`config.mk`:
```
export PLATFORM = sky130hd
export DESIGN_NAME = cct_timer
export DESIGN_NICKNAME = d
export VERILOG_FILES = /design/src/inc/cct_pkg.sv /design/src/cct_chan.sv /design/src/cct_timer.sv
export SDC_FILE = /design/constraint.sdc
export NUM_CORES = 1
export LEC_CHECK = 0
export ABC_CLOCK_PERIOD_IN_PS = 3600
export BUFFER_PORTS_ARGS = -buffer_cell sky130_fd_sc_hd__buf_2
export CORE_MARGIN = 5
export CORE_UTILIZATION = 63
export CTS_CLUSTER_SIZE = 25
export DETAILED_ROUTE_END_ITERATION = 8
export GPL_ROUTABILITY_DRIVEN = 0
export PLACE_DENSITY = 0.87
export SLEW_MARGIN = 10
export SYNTH_ARGS = -nofsm -noshare
export SYNTH_HDL_FRONTEND = slang
export SYNTH_SLANG_ARGS = --single-unit
```
`constraint.sdc`:
```
create_clock -name ref_clk -period 3.6 [get_ports ref_clk]
set_input_delay 0.18 -clock ref_clk [delete_from_list [all_inputs] [get_ports ref_clk]]
set_output_delay 0.18 -clock ref_clk [all_outputs]
set_load 0.005 [all_outputs]
```
`src/inc/cct_pkg.sv`:
```
package cct_pkg;

   // ***************************************
   // widths and sizes
   // ***************************************
   localparam int unsigned NCH      = 4;
   localparam int unsigned DT_W     = 8;
   localparam logic [31:0] MAX_STD  = 32'h0000FFFF;
   localparam logic [31:0] MAX_WIDE = 32'hFFFFFFFF;

   // ***************************************
   // register map
   // ***************************************
   localparam logic [7:0] A_CTRL    = 8'h00;
   localparam logic [7:0] A_TOP     = 8'h04;
   localparam logic [7:0] A_CNT     = 8'h08;
   localparam logic [7:0] A_STAT    = 8'h0C;
   localparam logic [7:0] A_DEAD    = 8'h10;
   localparam logic [7:0] A_CH_BASE = 8'h20;
   localparam logic [7:0] A_CH_END  = 8'h3F;
   localparam int unsigned B_RUN    = 0;
   localparam int unsigned B_EVCNT  = 1;
   localparam int unsigned B_OVF    = 0;
   localparam int unsigned B_HIT0   = 1;
   localparam logic [1:0]  RST_CTRL = 2'h0;
   localparam logic [7:0]  RST_DEAD = 8'h00;

   typedef enum logic [1:0] {CCT_OFF, CCT_CAPTURE, CCT_COMPARE, CCT_PWM} cct_mode_t;

   typedef struct packed {
      cct_mode_t   mode;
      logic [31:0] val;
      logic        val_wr;
   } cct_chan_ctl_t;

   typedef struct packed {
      logic           overflow;
      logic [NCH-1:0] hit;
   } cct_evt_t;

endpackage : cct_pkg

```
`src/cct_chan.sv`:
```
`timescale 1ns/10ps
`default_nettype none
module cct_chan (
   input  wire logic                 ref_clk,
   input  wire logic                 resetn,
   input  wire cct_pkg::cct_chan_ctl_t ctl,
   input  wire logic [31:0]          cnt,
   input  wire logic                 tick,
   input  wire logic                 wrap,
   input  wire logic                 cap_ev,
   input  wire logic                 dt_en,
   input  wire logic [7:0]           dt_len,
   output logic [31:0]               val_rd,
   output logic                      hit,
   output logic                      out_pos,
   output logic                      out_neg
);

   typedef struct packed {
      logic [31:0] cmp;
      logic [31:0] shadow;
      logic [31:0] capv;
      logic        lvl;
      logic [7:0]  dt;
      logic        pos;
      logic        neg;
      logic        hit;
   } cct_chan_state_t;

   cct_chan_state_t st;
   cct_chan_state_t next_st;
   logic            active;

   always_comb begin
      next_st     = st;
      next_st.hit = 1'b0;
      active      = (ctl.mode == cct_pkg::CCT_COMPARE) || (ctl.mode == cct_pkg::CCT_PWM);
      if (ctl.val_wr) begin
         next_st.shadow = ctl.val;
         if (ctl.mode != cct_pkg::CCT_PWM) begin
            next_st.cmp = ctl.val;
         end
      end
      case (ctl.mode)
         cct_pkg::CCT_CAPTURE: begin
            next_st.lvl = 1'b0;
            if (cap_ev) begin
               next_st.capv = cnt;
               next_st.hit  = 1'b1;
            end
         end
         cct_pkg::CCT_COMPARE: begin
            next_st.lvl = (cnt >= st.cmp);
            next_st.hit = tick && (cnt == st.cmp);
         end
         // pwm takes next value at wrap
         cct_pkg::CCT_PWM: begin
            if (wrap) begin
               next_st.cmp = st.shadow;
            end
            next_st.lvl = (cnt < st.cmp);
            next_st.hit = tick && (cnt == st.cmp);
         end
         default: begin
            next_st.lvl = 1'b0;
         end
      endcase
      if (active && dt_en && (dt_len != 8'h00) && (next_st.lvl != st.lvl)) begin
         next_st.dt  = dt_len;
         next_st.pos = 1'b0;
         next_st.neg = 1'b0;
      end else if (st.dt > 8'h01) begin
         next_st.dt  = st.dt - 8'h01;
         next_st.pos = 1'b0;
         next_st.neg = 1'b0;
      end else begin
         next_st.dt  = 8'h00;
         next_st.pos = active && next_st.lvl;
         next_st.neg = active && dt_en && !next_st.lvl;
      end
   end

   always_ff @(posedge ref_clk or negedge resetn) begin
      if (!resetn) begin
         st <= '0;
      end else begin
         st <= next_st;
      end
   end

   assign val_rd  = (ctl.mode == cct_pkg::CCT_CAPTURE) ? st.capv : st.shadow;
   assign hit     = st.hit;
   assign out_pos = st.pos;
   assign out_neg = st.neg;
endmodule : cct_chan
`default_nettype wire

```
`src/cct_timer.sv`:
```
`timescale 1ns/10ps
`default_nettype none
module cct_timer #(
   parameter bit WIDE_VARIANT   = 1'b0,
   parameter bit FIRST_INSTANCE = 1'b1
) (
   input  wire logic                    ref_clk,
   input  wire logic                    resetn,
   input  wire logic [7:0]              reg_addr,
   input  wire logic [31:0]             reg_wdata,
   input  wire logic                    reg_wr,
   input  wire logic                    reg_rd,
   output logic [31:0]                  reg_rdata,
   input  wire logic                    count_event_in,
   input  wire logic [cct_pkg::NCH-1:0] capture_in,
   output logic [cct_pkg::NCH-1:0]      chan_out_pos,
   output logic [cct_pkg::NCH-1:0]      chan_out_neg,
   output cct_pkg::cct_evt_t            evt_out
);

   // ***************************************
   // state
   // ***************************************
   typedef struct packed {
      logic [1:0]                ctrl;
      logic [31:0]               top;
      logic [31:0]               cnt;
      logic [7:0]                dead;
      logic                      ovf;
      logic [cct_pkg::NCH-1:0]   flags;
      logic [2*cct_pkg::NCH-1:0] modes;
      logic [31:0]               rdata;
      logic                      ev_prev;
      logic [cct_pkg::NCH-1:0]   cap_prev;
      cct_pkg::cct_evt_t         evt;
   } cct_top_state_t;

   localparam logic [31:0] MAXV = WIDE_VARIANT ? cct_pkg::MAX_WIDE : cct_pkg::MAX_STD;
   // dead time only in first instance
   localparam bit HAS_DT = FIRST_INSTANCE;

   cct_top_state_t          st;
   cct_top_state_t          next_st;
   logic                    tick;
   logic                    wrap;
   logic [cct_pkg::NCH-1:0] cap_ev;
   logic [cct_pkg::NCH-1:0] hits;
   logic [31:0]             ch_val [cct_pkg::NCH];

   // channel register decode: bit 2 picks value over config
   function automatic logic ch_sel(input logic [7:0] a, input int unsigned n);
      ch_sel = (a >= cct_pkg::A_CH_BASE) && (a <= cct_pkg::A_CH_END) &&
               (a[1:0] == 2'h0) && (int'(a[4:3]) == n);
   endfunction : ch_sel

   // ***************************************
   // timebase
   // ***************************************
   // time or event counting
   assign tick   = st.ctrl[cct_pkg::B_RUN] &&
                   (!st.ctrl[cct_pkg::B_EVCNT] || (count_event_in && !st.ev_prev));
   assign wrap   = tick && (st.cnt == st.top);
   assign cap_ev = capture_in & ~st.cap_prev;

   // ***************************************
   // channels
   // ***************************************
   // four channels on one counter
   genvar gi;
   generate
      for (gi = 0; gi < cct_pkg::NCH; gi++) begin : g_ch
         cct_pkg::cct_chan_ctl_t ctl;
         always_comb begin
            ctl.mode   = cct_pkg::cct_mode_t'(st.modes[2*gi +: 2]);
            ctl.val    = reg_wdata & MAXV;
            ctl.val_wr = reg_wr && ch_sel(reg_addr, gi) && reg_addr[2];
         end
         cct_chan cct_chan_inst (
            .ref_clk (ref_clk),
            .resetn  (resetn),
            .ctl     (ctl),
            .cnt     (st.cnt),
            .tick    (tick),
            .wrap    (wrap),
            .cap_ev  (cap_ev[gi]),
            .dt_en   (HAS_DT),
            .dt_len  (st.dead),
            .val_rd  (ch_val[gi]),
            .hit     (hits[gi]),
            .out_pos (chan_out_pos[gi]),
            .out_neg (chan_out_neg[gi])
         );
      end
   endgenerate

   // ***************************************
   // next state
   // ***************************************
   always_comb begin
      next_st          = st;
      next_st.ev_prev  = count_event_in;
      next_st.cap_prev = capture_in;
      next_st.rdata    = 32'h00000000;
      if (tick) begin
         next_st.cnt = wrap ? 32'h00000000 : ((st.cnt + 32'h00000001) & MAXV);
      end
      if (reg_wr) begin
         case (reg_addr)
            cct_pkg::A_CTRL: next_st.ctrl = reg_wdata[1:0];
            cct_pkg::A_TOP:  next_st.top  = reg_wdata & MAXV;
            cct_pkg::A_CNT:  next_st.cnt  = reg_wdata & MAXV;
            cct_pkg::A_STAT: begin
               next_st.ovf   = st.ovf & ~reg_wdata[cct_pkg::B_OVF];
               next_st.flags = st.flags & ~reg_wdata[cct_pkg::B_HIT0 +: cct_pkg::NCH];
            end
            cct_pkg::A_DEAD: next_st.dead = HAS_DT ? reg_wdata[7:0] : 8'h00;
            default: begin
               for (int n = 0; n < cct_pkg::NCH; n++) begin
                  if (ch_sel(reg_addr, n) && !reg_addr[2]) begin
                     next_st.modes[2*n +: 2] = reg_wdata[1:0];
                  end
               end
            end
         endcase
      end
      if (wrap) begin
         next_st.ovf = 1'b1;
      end
      next_st.flags        = next_st.flags | hits;
      next_st.evt.overflow = wrap;
      next_st.evt.hit      = hits;
      if (reg_rd) begin
         case (reg_addr)
            cct_pkg::A_CTRL: next_st.rdata = {30'h00000000, st.ctrl};
            cct_pkg::A_TOP:  next_st.rdata = st.top;
            cct_pkg::A_CNT:  next_st.rdata = st.cnt;
            cct_pkg::A_STAT: next_st.rdata = {27'h0000000, st.flags, st.ovf};
            cct_pkg::A_DEAD: next_st.rdata = {24'h000000, st.dead};
            default: begin
               for (int n = 0; n < cct_pkg::NCH; n++) begin
                  if (ch_sel(reg_addr, n)) begin
                     next_st.rdata = reg_addr[2] ? ch_val[n] : {30'h00000000, st.modes[2*n +: 2]};
                  end
               end
            end
         endcase
      end
   end

   always_ff @(posedge ref_clk or negedge resetn) begin
      if (!resetn) begin
         st       <= '0;
         st.ctrl  <= cct_pkg::RST_CTRL;
         st.top   <= MAXV;
         st.dead  <= cct_pkg::RST_DEAD;
      end else begin
         st <= next_st;
      end
   end

   assign reg_rdata = st.rdata;
   assign evt_out   = st.evt;
endmodule : cct_timer
`default_nettype wire

```
* Word-level counts from Yosys, hierarchy flattened *
Cells that the tools add are included.
W data, S select, Z words.

storage, ports and cells
  bits in registers = 481
  input bits = 49
  output and inout port bits = 45
  word-level logic and storage cells = 244

operators by class
  add/sub/neg operators = 5
  order comparisons = 14
  equality and inequality tests = 32
  multiplexer cells = 62
  bitwise operators = 8
  reductions and logical operators = 76

operators with widths
  cell                     count
  $mux W32                 27
  $mux W64                 4
  $pmux W32 S5             1
  $eq A32 B32 Y1           4
  $ge A32 B32 Y1           4
  $lt A32 B32 Y1           4
  $mux W10                 8
  $mux W53                 1
  $logic_and A1 B1 Y1      41
  $eq A32 B16 Y1           1
  $gt A8 B1 Y1 const B     4
  $sub A8 B1 Y8 const B    4
  $eq A2 B2 Y1 const B     10
  $add A16 B1 Y16 const B  1
  $eq A8 B4 Y1 const B     2
  $mux W16                 1
  $mux W8                  2
  $pmux W1 S2              8
  $reduce_and A2 Y1        8
  $reduce_and A3 Y1        4
  $eq A2 B1 Y1 const B     5
  $and A4 B4 Y4            2
  $eq A8 B3 Y1 const B     1
  $eq A8 B5 Y1 const B     1
  other kinds (19)         49

* Depth between registers and ports, before layout *
  depth in word-level cells = 10
  mapped depth = 12
  gate-level depth less buffers = 10

* Hierarchy *
Synthesis repeated with hierarchy kept, for this count alone.

unflattened totals
  cells, all modules = 2,737
  area, all modules = 28,751.3 um^2

by module, submodules not included
  module     instances  cells each  area each (um^2)  seq. area each (um^2)
  cct_chan   4          527         5,622.9           2,702.6
  cct_timer  1          629         6,259.8           2,847.7

* Least setup slack after synthesis *
Ideal clock, no wire load.

  path type = register to register
  start point = reg st[63] (netlist name)
  end point = reg g_ch[2].cct_chan_inst.st[10] (netlist name)
  setup time = 125 ps
  arrival time = 2,741 ps
  required time = 3,475 ps
  slack = 734 ps
  stages on the path, launching flop included = 12
  buffers on the path = 1
  period minus slack after synthesis = 2,866 ps
  cells stage by stage = dfrtp_1 clkbuf_1 inv_1 ha_1 nor2b_1 o211ai_1 a2111oi_0 o311a_1 a21oi_1 o31ai_4 mux2i_4 mux2_2

RTL lines
  item                    RTL line          RTL
  from (decl)             cct_timer.sv:42   cct_top_state_t st;
  from (signal assigned)  cct_timer.sv:157  st <= next_st;
  to (signal assigned)    cct_chan.sv:87    st <= next_st;
  to (decl)               cct_chan.sv:30    cct_chan_state_t st;

==> results.toml <==
[placed_design]
dpl.hpwl_mm = 44.2
io_buffers = 77
dp_slack_ns = 0.279

[run]
cap_violations = 0

[sta]
worst_slack_ns = 0.161
min_period_over_period_pct = 95.5
slew_headroom_pct = 26.3
setup_viol_count_final = 0
fmax_mhz = 291
rsz0062_at_grt = "no"
finalHoldViolCount = 0
max_slew.worst_pin.slew_ns = 1.10
setup_tns_ns = 0
fin_skew_ns = 0.0285
fin_crit_ns = 3.44
maxSlewViolCount = 0

[critical_path]
worstPathArrival_ns = 3.92
cp_slowest_stage_delay_ns = 0.66
startpoint = "st[78]"
cp-start-kind = "flop"
endpoint_kind = "flop"
required_ns = 4.08
cp_max_fo = 17
crit_top_cell = "nor2_1"
r2r_end = "g_ch[1].cct_chan_inst.out_pos"
crit_type = "flop to flop"
reg2reg_depth = 9
reg2reg_slack_ns = 0.16
r2r-start = "st[78]"
crit_slowest_cell = "dfrtp_1"
path_cells = "ha_1 -> nand4_2 -> nor2_1 -> a221o_1 -> o31ai_1 -> mux2i_1 -> o2111a_2 -> nor2_1 -> and3_1"

[die]
boundaryPins = 94
core_area_um2 = 38700
die_area_um2 = 43300
row_count = 72
die_y_um = 208
initial_core_util_pct = 63.8
die_w_um = 208

[clocking]
cts.htree.levels = 2
ctsLongestPathBuffers = 3
clkTransAtPathRegs_ns = 0.06
cts-buffers-inserted = 47
cts_tree = "built"
clock-root-buffer = "clkbuf_16"
post_cts_buffers = 0
cts_sinks = 481
clk_latency_ns = 0.59

[finish]
diodes = 0
synthToLayoutAreaGrowth_pct = 10.3
final_nets = 2431
drive_above_1_share_pct = 23.4

[global_route]
grt_pass1_vias = 19444
grt_pass1_wl_mm = 108
gr-usage-all-layers_pct = 31.1
grt_max_degree = 114
gr-total-overflow = 0
antenna_found_initial = 1

[power]
power_leakage_nw = 13.8
internal_power_mw = 9.54
pwr-share-seq_pct = 45.9
p_per_area_nw_per_um2 = 485
switching_share_pct = 28.0
comb_power_share_pct = 16.8
clockPowerShare_pct = 37.2
power.switching_mw = 3.70
irDropWorstVdd_mv = 0.306

[drt]
routed-via-count = 18475
firstDrtPassIters = 6
drc = 0
wl_per_cell_um = 24.4
routed_via_density = 6.61
ant_nets = 0
wl_mm = 68.2
drtIter0Drc = 2036

[outcome]
status = "completed"

[yosys]
synth.cell_area_um2 = 24700
yosys_warnings = 0
synth_area_leader_cell = "dfrtp_1"
synth_edf_count = 0
ys_seq_area_share_pct = 48.8
synth-main-ff-cell = "dfrtp_1"
syn_inst = 2199
ys_types = 76
synthArstFlopShare_pct = 100
synth_top_area_share_pct = 47.1
synth.avg_cell_area_um2 = 11.2
syn-num-nets = 2385
ys_ff_latch = 481
synth_area_leaders = "dfrtp_1 47%, mux2_2 11%, ha_1 6.9%, mux2i_1 4.9%, a21oi_1 2.6%"

[hold_path]
min_from = "reg_wdata[5]"
whs_endpoint = "g_ch[3].cct_chan_inst.st[81]"
hold_path.class = "input pin to flop"
worstHoldPathCells = 3
[what timing repair did]
item / 4_1_cts / 5_1_grt
setup endpoints to repair: 0 / 8
gates resized for setup: 0 / 1
hold buffers: 14 / 0
endpoints found under the hold margin: 139 / 0
[routing by layer]
layer | vias to the layer above | routed length (um) | global-route usage (%)
li1 | 7898 | - | -
met4 | 2 | 3380 | 14.0
met2 | 1103 | 31700 | 49.6
met1 | 9169 | 26000 | 40.8
met3 | 303 | 7050 | 7.74
met5 | - | 9 | 0
[state kept, by name (all words and copies together) (netlist names)]
name,cells
evt_out,5
g_ch.cct_chan_inst.hit,4
g_ch.cct_chan_inst.out_neg,4
g_ch.cct_chan_inst.out_pos,4
g_ch.cct_chan_inst.st,356
g_ch.ctl,8
reg_rdata,32
st,68
[layout by cell type, fill, tap and decap left out, types with 47 or more instances in the layout]
master     synthesis  layout
and3_1            72      72
a21oi_1          130     130
clkbuf_16          0      47
mux2i_1          122     122
ha_1             137     137
buf_2             29      76
buf_4             46      82
inv_1            144     144
dfrtp_1          465     465
nor2_1           144     142
nand2_1           78      78
mux2_2           233     233
[per-stage QoR]
step	instances	instance area (um^2)	util, %	power (mW)	hold WS, ns
final	2796	27300	70.4	13.2	0.0421
after global routing	2796	27300	70.4	13.7	0.0310
after CTS	2796	27300	70.4	13.2	0.0155
after detailed placement	2700	25600	66.2	8.29	0.308
after global placement	2700	25600	66.2	8.13	0.303
after floorplan	2199	24700	-	7.55	-0.116
[critical path, delay by kind of cell (launching register included)]
family / cells / cell delay, ns
adder cells (fa/ha/maj): 1 / 0.34
flip-flops: 1 / 0.66
AO/OA/AOI/OAI: 3 / 1.19
AND/OR/NAND/NOR: 4 / 0.49
multiplexers: 1 / 0.65
[worst max path at each step]
| stage | endpoint | slack (ns) | cells past startpoint |
|---|---|---|---|
| final | g_ch[1].cct_chan_inst.out_pos | 0.16 | 9 |
| after global routing | g_ch[1].cct_chan_inst.st[3] | 0.03 | 9 |
| after CTS | g_ch[1].cct_chan_inst.out_pos | 0.25 | 9 |
| after detailed placement | g_ch[2].cct_chan_inst.st[5] | 0.28 | 8 |
| after global placement | g_ch[2].cct_chan_inst.st[9] | 0.37 | 8 |
| after floorplan | g_ch[2].cct_chan_inst.st[10] | 0.73 | 11 |
[cells in the mapped netlist (4+ instances only)]
library cell  number
a31oi_1            8
buf_2             29
nor2b_1            8
nor4_2             4
a21oi_1          130
o211ai_1           6
and2_1            23
nand4_1           30
dfstp_2           16
nand3_1           30
mux2i_1          122
nor2_1           144
or2_2              5
nand2b_1          11
buf_4             46
dfrtp_1          465
ha_1             137
buf_1             13
a21o_1            12
nor3b_1            6
mux4_2            13
a221o_1           19
nand2_1           78
a22oi_1           24
clkbuf_1          90
o41ai_1           20
and4_1            11
mux2_2           233
xor2_1            27
o21ai_0           45
a221oi_1          15
xnor2_1           24
nor4_1            18
o31ai_1            4
nor3_1            31
inv_1            144
and3_1            72
a22o_1            30
[area by class of cell]
type                       count  area [um^2]
clock inverter                14          151
fill                        2422        11500
sequential                   481        12100
clock buffer                  68         1370
inverter                     144          541
tap                          518          648
timing repair buffer         178         1250
multi-input combinational   1393        11300
[power by group through the flow]
stage / Clock (mW) / Combinational [mW] / Sequential, mW
after detailed placement: 0 / 2.13 / 6.16
after global placement: 0 / 2.01 / 6.13
final: 4.93 / 2.23 / 6.08
after floorplan: 0 / 1.49 / 6.06
after CTS: 4.95 / 2.17 / 6.07
after global routing: 5.17 / 2.41 / 6.11
[cell families after synthesis]
logic type	Yosys count	synth area share (%)
mux	371	16.9
xor+xnor	51	1.81
flops	481	48.8
fa+ha+maj	137	6.93
simple gates	484	10.1
compound gates	350	9.61
buf+inv	325	5.84
Note: power is estimated with default switching activity, not from simulation.
